===== src/hdl/isa_decode_pkg.sv =====
package isa_decode_pkg;

  // ****************************************************************
  // Widths
  // ****************************************************************
  localparam int CPU_AW = 32;
  localparam int ISA_AW = 24;
  localparam int IO_AW = 16;
  localparam int LANES = 8;

  // ****************************************************************
  // Processor memory map
  // ****************************************************************
  localparam logic [31:0] MAIN_LO_BEG = 32'h0000_0000;
  localparam logic [31:0] MAIN_LO_END = 32'h0009_FFFF;
  localparam logic [31:0] MAIN_HI_BEG = 32'h0010_0000;
  localparam logic [31:0] MAIN_HI_END = 32'h07FF_FFFF;
  localparam logic [31:0] LEGACY_BEG = 32'h000A_0000;
  localparam logic [31:0] LEGACY_END = 32'h000F_FFFF;
  localparam logic [31:0] HOLE_BEG = 32'h00F0_0000;
  localparam logic [31:0] HOLE_END = 32'h00FF_FFFF;
  localparam logic [23:0] DP_ISA_BEG = 24'hF8_0000;
  localparam logic [23:0] DP_ISA_END = 24'hFD_FFFF;
  localparam logic [7:0] DP_HIGH_BYTE = 8'hFF;
  localparam logic [3:0] LOW_MEG_TOP = 4'h0;

  // ****************************************************************
  // I/O map
  // ****************************************************************
  localparam logic [15:0] IO_CFG_PORT = 16'h0063;
  localparam logic [15:0] IO_CGA_BEG = 16'h03D0;
  localparam logic [15:0] IO_CGA_END = 16'h03DF;
  localparam logic [15:0] IO_MONO_BEG = 16'h03B0;
  localparam logic [15:0] IO_MONO_END = 16'h03BB;

  // ****************************************************************
  // Reset values
  // ****************************************************************
  localparam logic [23:0] ISA_ADDR_RST = 24'h00_0000;

  // Destination of a processor cycle.
  typedef enum logic [1:0] {
    ROUTE_NONE,
    ROUTE_MAIN,
    ROUTE_PCI,
    ROUTE_ISA
  } route_t;

endpackage


===== src/hdl/addr_range_match.sv =====
`timescale 1ns/1ps

// Flags an address that lies inside an inclusive window.
module addr_range_match #(
  parameter int W = 32,
  parameter logic [W-1:0] LO = '0,
  parameter logic [W-1:0] HI = '1
)
(
  // Address under test.
  input wire logic [W-1:0] addr,
  // Window hit.
  output logic hit
);

  // Both bounds are inclusive.
  assign hit = (addr >= LO) && (addr <= HI);

endmodule


===== src/hdl/byte_lane_encode.sv =====
`timescale 1ns/1ps

// Turns the eight byte enables into the three lowest address bits.
module byte_lane_encode
(
  // Active byte lanes, one per byte of the 64-bit data bus.
  input wire logic [7:0] byte_enable_lines,
  // Offset of the lowest enabled lane.
  output logic [2:0] low_addr,
  // No lane enabled.
  output logic no_lane
);

  // The lowest enabled lane gives the byte address inside the quad word.
  always_comb
  begin
    low_addr = 3'h0;
    for (int i = 7; i >= 0; i--)
    begin
      if (byte_enable_lines[i])
      begin
        low_addr = 3'(i);
      end
    end
    no_lane = (byte_enable_lines == 8'h00);
  end

endmodule


===== src/hdl/isa_memory_io_address_decoder.sv =====
`timescale 1ns/1ps

// Summary of operation
// Low 640 KiB and 1 MiB to 128 MiB never go to PCI.
// Main memory cycles raise no ISA strobes.
// ISA space appears exactly once inside the processor map; with the option on, ISA offsets F80000 to FDFFFF are reached twice.
// Twenty ISA address lines reach the lowest megabyte.
// Four upper lines extend ISA reach to sixteen megabytes.
// Low-megabyte strobes only when the four upper lines are zero.
// An ISA master cannot reach above sixteen megabytes.
// Dual-port window near the top maps to the same ISA offset.
// Processor bits 24 to 31 qualify the dual-port window.
// Option routes the sixteenth megabyte to ISA.
// Memory and I/O cycles use separate strobes.
// Processor gives A3 to A31 plus eight byte enables.
// Write to the one-byte configuration port selects it; reads do not.
// Colour block of sixteen bytes, monochrome block of twelve bytes.
// With the option off the sixteenth megabyte is main memory.
module isa_memory_io_address_decoder
(
  // Clock, reset and clock enable.
  input wire logic sys_clk,
  input wire logic rst,
  input wire logic ce,
  // Processor cycle, valid for one clock per cycle.
  input wire logic cyc_valid,
  input wire logic cyc_is_mem,
  input wire logic cyc_write,
  input wire logic [31:3] cpu_addr,
  input wire logic [7:0] byte_enable_lines,
  // Setup option for the sixteenth-megabyte ISA window.
  input wire logic isa_window_en,
  // ISA master request.
  input wire logic master_valid,
  input wire logic [23:0] master_addr,
  // Routing of the processor cycle.
  output logic main_sel,
  output logic pci_sel,
  // ISA address and strobes.
  output logic [23:0] isa_addr,
  output logic memory_read_strobe,
  output logic memory_write_strobe,
  output logic low_mem_read_strobe,
  output logic low_mem_write_strobe,
  output logic io_read_strobe,
  output logic io_write_strobe,
  // On-board I/O selects.
  output logic cfg_port_write,
  output logic cga_select,
  output logic mono_select,
  // ISA master routed to main memory.
  output logic master_main_sel
);

  // ****************************************************************
  // Address assembly
  // ****************************************************************

  logic [2:0] low_addr;
  logic no_lane;
  logic [31:0] full_addr;
  logic [15:0] io_addr;

  // Recover A0 to A2 from the byte enables.
  byte_lane_encode u_lanes
  (
    .byte_enable_lines(byte_enable_lines),
    .low_addr(low_addr),
    .no_lane(no_lane)
  );

  // The full byte address of the cycle.
  assign full_addr = {cpu_addr, low_addr};
  assign io_addr = full_addr[15:0];

  // ****************************************************************
  // Memory windows
  // ****************************************************************

  logic hit_main_lo;
  logic hit_main_hi;
  logic hit_legacy;
  logic hit_hole;
  logic hit_dp_low;
  logic dp_high_ok;

  addr_range_match #(
    .W(32),
    .LO(isa_decode_pkg::MAIN_LO_BEG),
    .HI(isa_decode_pkg::MAIN_LO_END)
  ) u_main_lo
  (
    .addr(full_addr),
    .hit(hit_main_lo)
  );

  addr_range_match #(
    .W(32),
    .LO(isa_decode_pkg::MAIN_HI_BEG),
    .HI(isa_decode_pkg::MAIN_HI_END)
  ) u_main_hi
  (
    .addr(full_addr),
    .hit(hit_main_hi)
  );

  addr_range_match #(
    .W(32),
    .LO(isa_decode_pkg::LEGACY_BEG),
    .HI(isa_decode_pkg::LEGACY_END)
  ) u_legacy
  (
    .addr(full_addr),
    .hit(hit_legacy)
  );

  addr_range_match #(
    .W(32),
    .LO(isa_decode_pkg::HOLE_BEG),
    .HI(isa_decode_pkg::HOLE_END)
  ) u_hole
  (
    .addr(full_addr),
    .hit(hit_hole)
  );

  addr_range_match #(
    .W(24),
    .LO(isa_decode_pkg::DP_ISA_BEG),
    .HI(isa_decode_pkg::DP_ISA_END)
  ) u_dp
  (
    .addr(full_addr[23:0]),
    .hit(hit_dp_low)
  );

  // Bits the ISA bus lacks decide whether the window is the high copy.
  assign dp_high_ok = (cpu_addr[31:24] == isa_decode_pkg::DP_HIGH_BYTE);

  // ****************************************************************
  // I/O windows
  // ****************************************************************

  logic hit_cga;
  logic hit_mono;

  addr_range_match #(
    .W(16),
    .LO(isa_decode_pkg::IO_CGA_BEG),
    .HI(isa_decode_pkg::IO_CGA_END)
  ) u_cga
  (
    .addr(io_addr),
    .hit(hit_cga)
  );

  addr_range_match #(
    .W(16),
    .LO(isa_decode_pkg::IO_MONO_BEG),
    .HI(isa_decode_pkg::IO_MONO_END)
  ) u_mono
  (
    .addr(io_addr),
    .hit(hit_mono)
  );

  // ****************************************************************
  // Route decision
  // ****************************************************************

  isa_decode_pkg::route_t route;
  logic hole_to_isa;

  assign hole_to_isa = hit_hole && isa_window_en;

  // I/O cycles to ISA first, then main memory, then each ISA window once, and PCI for the rest.
  always_comb
  begin
    if (!cyc_is_mem)
    begin
      route = isa_decode_pkg::ROUTE_ISA;
    end
    else if (hit_main_lo || (hit_main_hi && !hole_to_isa))
    begin
      route = isa_decode_pkg::ROUTE_MAIN;
    end
    else if (hit_legacy || hole_to_isa || (hit_dp_low && dp_high_ok))
    begin
      route = isa_decode_pkg::ROUTE_ISA;
    end
    else
    begin
      route = isa_decode_pkg::ROUTE_PCI;
    end
  end

  // ****************************************************************
  // Output registers
  // ****************************************************************

  logic main_sel_ff, nxt_main_sel;
  logic pci_sel_ff, nxt_pci_sel;
  logic [23:0] isa_addr_ff, nxt_isa_addr;
  logic mem_rd_ff, nxt_mem_rd;
  logic mem_wr_ff, nxt_mem_wr;
  logic low_rd_ff, nxt_low_rd;
  logic low_wr_ff, nxt_low_wr;
  logic io_rd_ff, nxt_io_rd;
  logic io_wr_ff, nxt_io_wr;
  logic cfg_wr_ff, nxt_cfg_wr;
  logic cga_ff, nxt_cga;
  logic mono_ff, nxt_mono;
  logic master_ff, nxt_master;
  logic go;
  logic isa_mem;
  logic low_meg;

  assign go = cyc_valid && !no_lane;
  assign isa_mem = cyc_is_mem && (route == isa_decode_pkg::ROUTE_ISA);
  // Low-megabyte strobes need A20 to A23 all low.
  assign low_meg = (full_addr[23:20] == isa_decode_pkg::LOW_MEG_TOP);

  // Strobes and selects are one-clock pulses; the address is held.
  always_comb
  begin
    nxt_main_sel = go && (route == isa_decode_pkg::ROUTE_MAIN);
    nxt_pci_sel = go && (route == isa_decode_pkg::ROUTE_PCI);
    nxt_isa_addr = isa_addr_ff;
    if (go && route == isa_decode_pkg::ROUTE_ISA)
    begin
      // Twenty lines plus the four upper ones carry the offset.
      nxt_isa_addr = full_addr[23:0];
    end
    // Memory strobes only for ISA-routed memory cycles.
    nxt_mem_rd = go && isa_mem && !cyc_write;
    nxt_mem_wr = go && isa_mem && cyc_write;
    nxt_low_rd = go && isa_mem && low_meg && !cyc_write;
    nxt_low_wr = go && isa_mem && low_meg && cyc_write;
    // I/O cycles have their own pair of strobes.
    nxt_io_rd = go && !cyc_is_mem && !cyc_write;
    nxt_io_wr = go && !cyc_is_mem && cyc_write;
    // The configuration port is write only.
    nxt_cfg_wr = go && !cyc_is_mem && cyc_write &&
                 (io_addr == isa_decode_pkg::IO_CFG_PORT);
    nxt_cga = go && !cyc_is_mem && hit_cga;
    nxt_mono = go && !cyc_is_mem && hit_mono;
    // A 24-bit master address can only land below sixteen megabytes.
    nxt_master = master_valid &&
                 ({8'h00, master_addr} <= isa_decode_pkg::MAIN_HI_END) &&
                 !({8'h00, master_addr} >= isa_decode_pkg::LEGACY_BEG &&
                   {8'h00, master_addr} <= isa_decode_pkg::LEGACY_END) &&
                 !({8'h00, master_addr} >= isa_decode_pkg::HOLE_BEG &&
                   isa_window_en);
  end

  // Registers frozen while the clock enable is low.
  always_ff @(posedge sys_clk or posedge rst)
  begin
    if (rst)
    begin
      main_sel_ff <= 1'b0;
      pci_sel_ff <= 1'b0;
      isa_addr_ff <= isa_decode_pkg::ISA_ADDR_RST;
      mem_rd_ff <= 1'b0;
      mem_wr_ff <= 1'b0;
      low_rd_ff <= 1'b0;
      low_wr_ff <= 1'b0;
      io_rd_ff <= 1'b0;
      io_wr_ff <= 1'b0;
      cfg_wr_ff <= 1'b0;
      cga_ff <= 1'b0;
      mono_ff <= 1'b0;
      master_ff <= 1'b0;
    end
    else if (ce)
    begin
      main_sel_ff <= nxt_main_sel;
      pci_sel_ff <= nxt_pci_sel;
      isa_addr_ff <= nxt_isa_addr;
      mem_rd_ff <= nxt_mem_rd;
      mem_wr_ff <= nxt_mem_wr;
      low_rd_ff <= nxt_low_rd;
      low_wr_ff <= nxt_low_wr;
      io_rd_ff <= nxt_io_rd;
      io_wr_ff <= nxt_io_wr;
      cfg_wr_ff <= nxt_cfg_wr;
      cga_ff <= nxt_cga;
      mono_ff <= nxt_mono;
      master_ff <= nxt_master;
    end
  end

  assign main_sel = main_sel_ff;
  assign pci_sel = pci_sel_ff;
  assign isa_addr = isa_addr_ff;
  assign memory_read_strobe = mem_rd_ff;
  assign memory_write_strobe = mem_wr_ff;
  assign low_mem_read_strobe = low_rd_ff;
  assign low_mem_write_strobe = low_wr_ff;
  assign io_read_strobe = io_rd_ff;
  assign io_write_strobe = io_wr_ff;
  assign cfg_port_write = cfg_wr_ff;
  assign cga_select = cga_ff;
  assign mono_select = mono_ff;
  assign master_main_sel = master_ff;
endmodule


===== config.mk =====
export PLATFORM = sky130hd
export DESIGN_NAME = isa_memory_io_address_decoder
export DESIGN_NICKNAME = d
export VERILOG_FILES = /design/src/hdl/isa_decode_pkg.sv /design/src/hdl/addr_range_match.sv /design/src/hdl/byte_lane_encode.sv /design/src/hdl/isa_memory_io_address_decoder.sv
export SDC_FILE = /design/constraint.sdc
export NUM_CORES = 1
export LEC_CHECK = 0
export BUFFER_PORTS_ARGS = -buffer_cell sky130_fd_sc_hd__clkbuf_2
export CORE_MARGIN = 2
export CORE_UTILIZATION = 42
export CTS_CLUSTER_DIAMETER = 50
export CTS_CLUSTER_SIZE = 12
export DETAILED_ROUTE_END_ITERATION = 12
export GPL_TIMING_DRIVEN = 0
export HOLD_SLACK_MARGIN = 0.08
export PLACE_DENSITY = 0.79
export SLEW_MARGIN = 25
export SYNTH_ARGS = -nofsm -noshare
export SYNTH_HDL_FRONTEND = slang
export SYNTH_SLANG_ARGS = --single-unit
export TNS_END_PERCENT = 10

===== constraint.sdc =====
create_clock -name sys_clk -period 1.4 [get_ports sys_clk]
set_input_delay 0.35 -clock sys_clk [delete_from_list [all_inputs] [get_ports sys_clk]]
set_output_delay 0.35 -clock sys_clk [all_outputs]
set_load 0.02 [all_outputs]

==> results of run 1 <==
==> timing repair <==
| action | CTS | global route |
|---|---|---|
| endpoints found under the setup margin | 29 | 33 |
| gates cloned | 1 | 0 |
| hold buffers | 0 | 0 |
| buffers inserted | 5 | 3 |
| pin swaps | 4 | 9 |
| gates resized for setup | 22 | 17 |
==> metal layers <==
layer | share of wire | vias up
met4 | 0.028 | 0
met1 | 0.40 | 745
met5 | 0 | -
met2 | 0.51 | 54
li1 | - | 721
met3 | 0.064 | 12
==> sequential cells by signal (all words and copies together) (netlist names) <==
name	cells
io_write_strobe	1
low_mem_read_strobe	1
pci_sel	1
cfg_port_write	1
memory_write_strobe	1
master_main_sel	1
isa_addr	24
low_mem_write_strobe	1
mono_select	1
memory_read_strobe	1
cga_select	1
main_sel	1
io_read_strobe	1
==> through the flow <==
stage	total power, mW	setup slack [ns]
floorplan	1.68	-0.675
global placement	1.96	-0.997
detailed placement	1.98	-1.00
CTS	2.84	-0.544
global route	3.02	-0.594
finish	2.87	-0.528
==> Yosys cell counts (2+ instances only) <==
master,count
o2111ai_1,2
o2bb2ai_1,2
nand2_1,6
nand3_1,2
nor4_1,2
a21oi_1,3
dfrtp_1,36
a22o_1,3
inv_1,10
nor3_1,5
nor4b_1,2
nand4_1,3
buf_6,2
a32o_1,4
mux2_2,23
nor2_1,10
o21ai_0,3
==> placed cells by master, fill, tap and decap left out, types with 2 or more instances in the layout <==
cell,count
a21oi_1,3
a22o_1,3
a32o_1,4
buf_4,4
buf_6,5
buf_8,2
clkbuf_2,85
clkbuf_8,7
dfrtp_1,36
inv_1,9
mux2_2,4
mux2_4,19
nand2_1,5
nand3_1,2
nand4_1,3
nor2_1,10
nor3_1,4
nor4_2,2
nor4b_1,2
o2111ai_1,2
o21ai_0,2
o2bb2ai_1,2
or4_4,2
==> area by class of cell <==
type	count	area share
buffer	3	0.0135
multi-input combinational	88	0.334
clock buffer	7	0.0384
sequential	36	0.359
tap	48	0.0239
timing repair buffer	95	0.215
inverter	11	0.0165
==> worst max-delay path by stage <==
stage,depth (start not counted),to,startpoint
floorplan,6,isa_addr[10],cpu_addr[22]
global placement,7,isa_addr[17],cpu_addr[22]
detailed placement,7,isa_addr[0],cpu_addr[22]
CTS,8,isa_addr[0],cpu_addr[20]
global route,8,isa_addr[0],cpu_addr[23]
finish,8,isa_addr[0],cpu_addr[23]
==> cells by family (layout without fill, tap and decap cells) <==
logic type	after synthesis	count (layout)	share of synthesized area
mux	23	23	0.155
flops	36	36	0.540
compound gates	29	29	0.143
buf+inv	14	116	0.0405
simple gates	36	36	0.121
==> power by group <==
part,internal (mW),leakage [nW],switching (mW)
logic,0.375,0.756,0.436
clock network,0.438,0.0503,0.352
registers,1.19,0.450,0.0805
==> out/qor.csv, run 1 <==
metric,value,unit
status,finished with violations,
violations,setup timing,
path_common_cell,buf_6,
clock_sinks,36,
critPathArrivalTime,2.10,ns
power_per_cell_area,1140,mW/mm^2
hp-class,in2async,
hold_viol,0,
vias,1532,
ios,105,
grt_pass1_vias,1519,
vias_per_cell,5.32,
synth_nets,207,
diodes,0,
layout.nets,309,
drc,0,
crit_slowest_cell,or4_4,
place_area,0.00216,mm^2
crit_buf_inv,3,
die_h,67.0,um
r2r_end,isa_addr[0],
initial_core_util,0.446,
met3_usage,0.0726,
maxSlewViolCount,0,
drv_cap,0,
nFillCells,333,
top_usage_layer,met2,
worst_pin_slew,0.735,ns
fp.coreArea,0.00374,mm^2
synth-edff-count,0,
drt_wl_total,4590,um
grt_pass1_wl,7060,um
globalRouteTotalUtil,0.215,
critical_path_class,in2reg,
dieArea,0.00449,mm^2
synth.yosys.seq_area_share,0.540,
area_delta_synth_final,50.4,%
synth_seq_cells,36,
ir_drop,0.766,mV
p_leak,1.26,nW
rows,22,
syn_inst,138,
drt_iter0_drc,74,
stdcell_count,288,
synthDistinctLibCells,37,
grt_max_degree,37,
h-tree-depth,2,
grtUsageMet2,0.348,
avgSynthCellArea,12.1,um^2
cts_buffers,5,
crit_required,1.57,ns
final_util,0.670,
drt-pass1-iter-count,4,
critPathMaxFanout,5,
cts_root_buf,clkbuf_8,
fin_setup_tns,-13.40,ns
gp_congestion,0.860,
finalSetupViolCount,30,
placed_cells,272,
slew_headroom,0.509,
overflow,0,
clock_latency,0.28,ns
r2r_cells,1,
start_kind,input port,
ff2ff_setup_slack,0.62,ns
synth_top_cell_by_area,dfrtp_1,
fp.dieW,67.0,um
crit_path_end_kind,flop,
rsz0062_at_grt,yes,
yosysWarningCount,0,
antenna_found_initial,0,
syn-cell-area,0.00167,mm^2
final.setup_skew,0,ns
synth_top_area_share,0.540,
clk_pin_slew,0.07,ns
r2r_start,isa_addr[0],
critPathMaxStageDelay,0.56,ns
wire_per_inst,15.9,um
synthArstFlopShare,1.00,
cts_tree,done,
path_delay_family,simple AND/OR/NAND/NOR gates,
holdWs,0.181,ns
period_share,1.38,
synth_ff_type,dfrtp_1,
fmax,0.519,GHz
layout_min_cycle_time,1.93,ns
synth.area.top_cells,"dfrtp_1, mux2_2, a32o_1",
io_buffers,86,
ant_nets,0,
final_area,0.00251,mm^2
drive_above_1_share,0.579,
clockBufferDepth,2,
grtUsageMet1,0.260,
dp_hpwl,3280,um
worstPathCellList,"buf_6, or4_4, o22ai_4, a211oi_4, nor3_4, buf_6, buf_8, mux2_4",
setup_ws,-0.528,ns
seqCellArea,901,um^2
multi_input_area,838,um^2
No activity file was read; power rests on OpenSTA's default activity.
==> run 2: changes to the inputs <==
--- a/config.mk
+++ b/config.mk
@@ -7,15 +7,16 @@
 export LEC_CHECK = 0
 export BUFFER_PORTS_ARGS = -buffer_cell sky130_fd_sc_hd__clkbuf_2
 export CORE_MARGIN = 2
-export CORE_UTILIZATION = 42
+export CORE_UTILIZATION = 45
 export CTS_CLUSTER_DIAMETER = 50
 export CTS_CLUSTER_SIZE = 12
 export DETAILED_ROUTE_END_ITERATION = 12
 export GPL_TIMING_DRIVEN = 0
 export HOLD_SLACK_MARGIN = 0.08
-export PLACE_DENSITY = 0.79
+export PLACE_DENSITY = 0.8
 export SLEW_MARGIN = 25
 export SYNTH_ARGS = -nofsm -noshare
 export SYNTH_HDL_FRONTEND = slang
+export SYNTH_HIERARCHICAL = 1
 export SYNTH_SLANG_ARGS = --single-unit
 export TNS_END_PERCENT = 10
==> run 2 against run 1 <==
The flow still finishes with violations (setup timing). Die area grew 9.6%. Via count grew 14%. Register-to-register slack gained 0.02 ns.
==> out/qor.csv, run 2 <==
metric,value,unit,change
status,finished with violations,,
violations,setup timing,,
diodes,0,,unchanged
mostFrequentLayoutCell,clkbuf_2,,
antenna_found_initial,0,,unchanged
crit_required,1.57,ns,about the same
layout.nets,332,,+7.4%
slew_headroom,0.516,,+0.00657
crit_buf_inv,2,,-1
cts_buffers,5,,unchanged
setup_ws,-0.620,ns,-0.0921 ns
synth.area.top_cells,"dfrtp_1, mux2_4, mux2_2",,
syn_inst,168,,+22%
drive_above_1_share,0.545,,-0.0337
clock_latency,0.29,ns,about the same
layout_min_cycle_time,2.02,ns,+0.0921 ns
hold_viol,0,,unchanged
grt_max_degree,37,,unchanged
critPathMaxFanout,10,,+5
synth_top_cell_by_area,dfrtp_1,,
dp_slack,-1.17,ns,-0.164 ns
stdcell_count,316,,+9.7%
drt_wl_total,5170,um,+13%
synthTopCellsByCount,"dfrtp_1, mux2_4, inv_1, nor4_1",,
pwr-share-seq,0.443,,about the same
grt_pass1_vias,1657,,+9.1%
vias,1753,,+14%
die_h,70.2,um,+4.7%
synthArstFlopShare,1.00,,unchanged
io_buffers,85,,-1.2%
finalSetupViolCount,30,,unchanged
cts_tree,done,,
crit_slowest_cell,or4b_4,,
avgSynthCellArea,11.7,um^2,-3.0%
nFillCells,351,,+5.4%
yosysWarningCount,6,,+6
synth.yosys.seq_area_share,0.457,,-0.0829
fmax,0.495,GHz,-4.6%
area_delta_synth_final,38.1,%,
synth-edff-count,0,,unchanged
placed_cells,305,,+12%
crit_path_end_kind,flop,,
drt_iter0_drc,127,,+72%
globalRouteTotalUtil,0.207,,-0.00753
path_delay_family,simple AND/OR/NAND/NOR gates,,
drc,0,,unchanged
fp.dieW,70.2,um,+4.7%
critical_path_class,in2reg,,
maxSlewViolCount,0,,unchanged
clk_pin_slew,0.07,ns,about the same
synth.most_common_cell,dfrtp_1,,
pwr-share-comb,0.295,,+0.013
path_common_cell,buf_8,,
ios,105,,unchanged
period_share,1.44,,+0.0658
final.setup_skew,0,ns,unchanged
rows,24,,+9.1%
worstPathCellList,"buf_8, or4b_4, nor3_4, nand2_2, a311oi_4, o21ai_4, buf_8, mux2_4",,
drt-pass1-iter-count,5,,+1
grt_pass1_wl,8060,um,+14%
synth_top_area_share,0.457,,-0.0829
ir_drop,0.439,mV,-43%
synth_seq_cells,36,,unchanged
vias_per_cell,5.55,,+4.3%
syn-cell-area,0.00197,mm^2,+18%
power.internal,1.98,mW,-1.3%
clockBufferDepth,2,,unchanged
hp-class,in2async,,
initial_core_util,0.459,,+0.0134
power_per_cell_area,1050,mW/mm^2,-8.2%
cts_root_buf,clkbuf_8,,
switching_share,0.309,,+0.00610
ff2ff_setup_slack,0.64,ns,+0.02 ns
ant_nets,0,,unchanged
worst_pin_slew,0.726,ns,-0.00984 ns
dieArea,0.00493,mm^2,+9.6%
critPathArrivalTime,2.19,ns,+0.09 ns
synth_nets,237,,+14%
critPathMaxStageDelay,0.54,ns,-0.02 ns
clock_sinks,36,,unchanged
drv_cap,0,,unchanged
rsz0062_at_grt,yes,,
power,2.86,mW,-0.41%
start_kind,input port,,
gp_congestion,0.866,,+0.69%
final_cell_mix,"clkbuf_2, dfrtp_1, mux2_4, inv_1",,
h-tree-depth,2,,unchanged
overflow,0,,unchanged
synth_ff_type,dfrtp_1,,
p_switching,882,uW,+1.6%
dp_hpwl,3740,um,+14%
largest_register_ffs,24,,unchanged
cts_hold_buf,0,,unchanged
fp.coreArea,0.00429,mm^2,+15%
wire_per_inst,16.4,um,+2.8%
clockPowerShare,0.263,,-0.012
synthDistinctLibCells,44,,+19%
p_leak,1.31,nW,+4.1%
run 2: cell types whose count changed after synthesis, moves of 5 or more:
| cell | before | now |
|---|---|---|
| inv_1 | 10 | 15 |
| mux2_2 | 23 | 8 |
| mux2_4 | 0 | 16 |
| nand3_1 | 2 | 8 |
| nor2_1 | 10 | 5 |
| nor4_1 | 2 | 9 |
| o22ai_1 | 0 | 5 |
run 2: area by class of cell:
type | count | area [um^2] | share of cell area
timing repair buffer | 88 | 499 | 0.183
buffer | 5 | 57.6 | 0.0211
multi-input combinational | 112 | 1050 | 0.387
tap | 52 | 65.1 | 0.0239
inverter | 15 | 56.3 | 0.0207
sequential | 36 | 901 | 0.331
clock buffer | 8 | 90.1 | 0.0331
run 2: repair_timing:
action	CTS	global route
endpoints found under the setup margin	30	31
pin swaps	2	10
setup buffers	2	1
gates resized for setup	3	40
run 2: worst paths after layout:
check | endpoint | startpoint | depth (start not counted)
worst max-delay path | isa_addr[7] | cpu_addr[28] | 8
worst min register to register | isa_addr[18] | isa_addr[18] | 1
worst min-delay path | isa_addr[13] | rst | 2
max in group asynchronous | cga_select | rst | 2
worst max register to register | isa_addr[1] | isa_addr[1] | 1
min in group sys_clk | isa_addr[16] | cpu_addr[16] | 2
run 2: per-stage QoR:
stage	hold WS (ns)	utilization	setup TNS, ns	area [um^2]
floorplan	0.460	-	-20.13	1970
global placement	0.489	0.573	-38.30	2460
detailed placement	0.496	0.573	-32.16	2460
CTS	0.198	0.602	-16.46	2580
global route	0.243	0.634	-18.15	2720
finish	0.168	0.634	-16.38	2720
run 2: cell families (layout without fill, tap and decap cells):
group | count (synthesis) | count (layout) | share of synthesized area
muxes | 24 | 24 | 0.168
DFF | 36 | 36 | 0.457
buffers and inverters | 20 | 116 | 0.0577
and+or+nand+nor | 60 | 60 | 0.199
AOI/OAI and AO/OA | 28 | 28 | 0.119
run 2: routing by layer:
| layer | vias up | routed length [um] | GRT usage |
|---|---|---|---|
| li1 | 832 | - | - |
| met1 | 850 | 2220 | 0.267 |
| met2 | 61 | 2550 | 0.333 |
| met3 | 10 | 277 | 0.0534 |
| met4 | 0 | 125 | 0.0833 |
| met5 | - | 0 | 0 |
run 2: power by group through the flow:
| stage | Clock [mW] | Combinational (mW) | Sequential (mW) |
|---|---|---|---|
| after floorplan | 0 | 0.294 | 1.46 |
| after global placement | 0 | 0.778 | 1.28 |
| after detailed placement | 0 | 0.791 | 1.28 |
| after CTS | 0.772 | 0.801 | 1.27 |
| after global routing | 0.812 | 0.899 | 1.29 |
| final | 0.750 | 0.841 | 1.27 |
==> run 3: changes to the inputs <==
--- a/config.mk
+++ b/config.mk
@@ -19,4 +19,4 @@
 export SYNTH_HDL_FRONTEND = slang
 export SYNTH_HIERARCHICAL = 1
 export SYNTH_SLANG_ARGS = --single-unit
-export TNS_END_PERCENT = 10
+export TNS_END_PERCENT = 50
==> run 3 against run 2 <==
Largest cell class unchanged. Largest power group unchanged. Clock power decreased by 0.7%. Via count is 0.23% higher. The run still ends with setup timing left. Cell area rose by 2.3%. Power grew 0.53%. Combinational power grew 2%.
==> out/qor.csv, run 3 (same netlist as run 2, synthesis figures left out) <==
metric,value,unit,change
slew_headroom,0.519,,+0.00303
gp_congestion,0.866,,unchanged
worst_pin_slew,0.721,ns,-0.00454 ns
critical_path_class,in2reg,,
cts_buffers,5,,unchanged
drive_above_1_share,0.558,,+0.0122
drc,0,,unchanged
p_leak,1.34,nW,+2.7%
hp-class,in2async,,
final.setup_skew,0,ns,unchanged
start_kind,input port,,
globalRouteTotalUtil,0.216,,+0.00867
clock_sinks,36,,unchanged
finalSetupViolCount,30,,unchanged
ir_drop,0.418,mV,-4.6%
drv_cap,0,,unchanged
dieArea,0.00493,mm^2,unchanged
clock_latency,0.28,ns,about the same
rsz0062_at_grt,yes,,
grt_pass1_wl,8360,um,+3.8%
diodes,0,,unchanged
fmax,0.485,GHz,-1.9%
final_util,0.649,,+0.0143
drt_iter0_drc,130,,+2.4%
antenna_found_initial,0,,unchanged
die_h,70.2,um,unchanged
fp.coreArea,0.00429,mm^2,unchanged
crit_path_end_kind,flop,,
layout.nets,337,,+1.5%
mostFrequentLayoutCell,clkbuf_2,,
ios,105,,unchanged
switching_share,0.308,,-0.000423
crit_required,1.57,ns,about the same
clk_pin_slew,0.07,ns,about the same
rows,24,,unchanged
largest_register_ffs,24,,unchanged
hold_viol,0,,unchanged
period_share,1.47,,+0.0286
drt_wl_total,5340,um,+3.1%
h-tree-depth,2,,unchanged
clockPowerShare,0.259,,-0.004
dp_slack,-1.17,ns,unchanged
setup_ws,-0.660,ns,-0.0400 ns
pwr-share-comb,0.299,,+0.004
final_cell_mix,"clkbuf_2, dfrtp_1, mux2_4, inv_1, buf_6",,
fin_setup_tns,-17.96,ns,-1.58 ns
dp_hpwl,3740,um,unchanged
cts_root_buf,clkbuf_8,,
holdWs,0.167,ns,-0.00103 ns
ff2ff_setup_slack,0.63,ns,about the same
critPathArrivalTime,2.23,ns,+0.04 ns
pwr-share-seq,0.441,,-0.002
clockBufferDepth,2,,unchanged
io_buffers,85,,unchanged
vias,1757,,+0.23%
fp.dieW,70.2,um,unchanged
vias_per_cell,5.47,,-1.3%
drt-pass1-iter-count,4,,-1
power_per_cell_area,1030,mW/mm^2,-1.7%
status,finished with violations,,
grt_pass1_vias,1687,,+1.8%
area_delta_synth_final,41.2,%,
critPathMaxFanout,10,,unchanged
power.internal,1.99,mW,+0.59%
overflow,0,,unchanged
violations,setup timing,,
grt_max_degree,37,,unchanged
wire_per_inst,16.6,um,+1.5%
maxSlewViolCount,0,,unchanged
ant_nets,0,,unchanged
cts_tree,done,,
p_switching,886,uW,+0.40%
initial_core_util,0.459,,unchanged
layout_min_cycle_time,2.06,ns,+0.0400 ns
run 3: cell count changes in the layout (fill, tap and decap cells not counted):
cell    change
buf_12      +1
buf_4       +3
buf_6       +1
mux2_2      -1
mux2_4      +1
or4_1       -1
or4_4       +1
run 3: final timing paths:
check / from / cells past startpoint / endpoint
min in group sys_clk: cpu_addr[16] / 2 / isa_addr[16]
worst max register to register: isa_addr[11] / 1 / isa_addr[11]
worst min-delay path: rst / 2 / isa_addr[12]
worst max-delay path: cpu_addr[28] / 8 / isa_addr[11]
worst min register to register: isa_addr[3] / 1 / isa_addr[3]
max in group asynchronous: rst / 2 / isa_addr[9]
run 3: critical path, cell delays in order:
cell	delay [ns]
buf_8	0.10
or4b_4	0.54
nor3_4	0.21
nand2_2	0.11
a311oi_4	0.27
o21ai_4	0.16
buf_12	0.18
mux2_4	0.30
run 3: area by class of cell:
class | count | area (um^2)
inverter | 15 | 56.3
fill | 331 | 1510
sequential | 36 | 901
timing repair buffer | 93 | 553
multi-input combinational | 112 | 1060
buffer | 5 | 57.6
clock buffer | 8 | 90.1
tap | 52 | 65.1
run 3: per-stage QoR:
stage,instances,cell area (um^2),power (mW)
global placement,305,2460,2.05
floorplan,168,1970,1.75
finish,321,2790,2.87
global route,321,2790,3.02
CTS,317,2670,2.86
detailed placement,305,2460,2.07
run 3: what timing repair did:
item | in CTS | in global routing
endpoints found under the hold margin | 0 | 0
resized for setup | 15 | 28
cloned | 0 | 0
hold buffers | 0 | 0
endpoints found under the setup margin | 30 | 31
pin swaps | 6 | 6
setup buffers | 4 | 4
run 3: power by group through the flow:
stage	logic, mW	clock network [mW]	registers (mW)
3_5_place_dp	0.791	0	1.28
4_1_cts	0.819	0.772	1.27
2_1_floorplan	0.294	0	1.46
5_1_grt	0.915	0.816	1.29
6_report	0.860	0.745	1.27
3_3_place_gp	0.778	0	1.28
run 3: metal layers:
layer / global-route usage / vias up / wire, um
met2: 0.360 / 66 / 2770
met3: 0.0548 / 8 / 249
met1: 0.269 / 847 / 2220
li1: - / 836 / -
met5: 0 / - / 0
met4: 0.0833 / 0 / 99
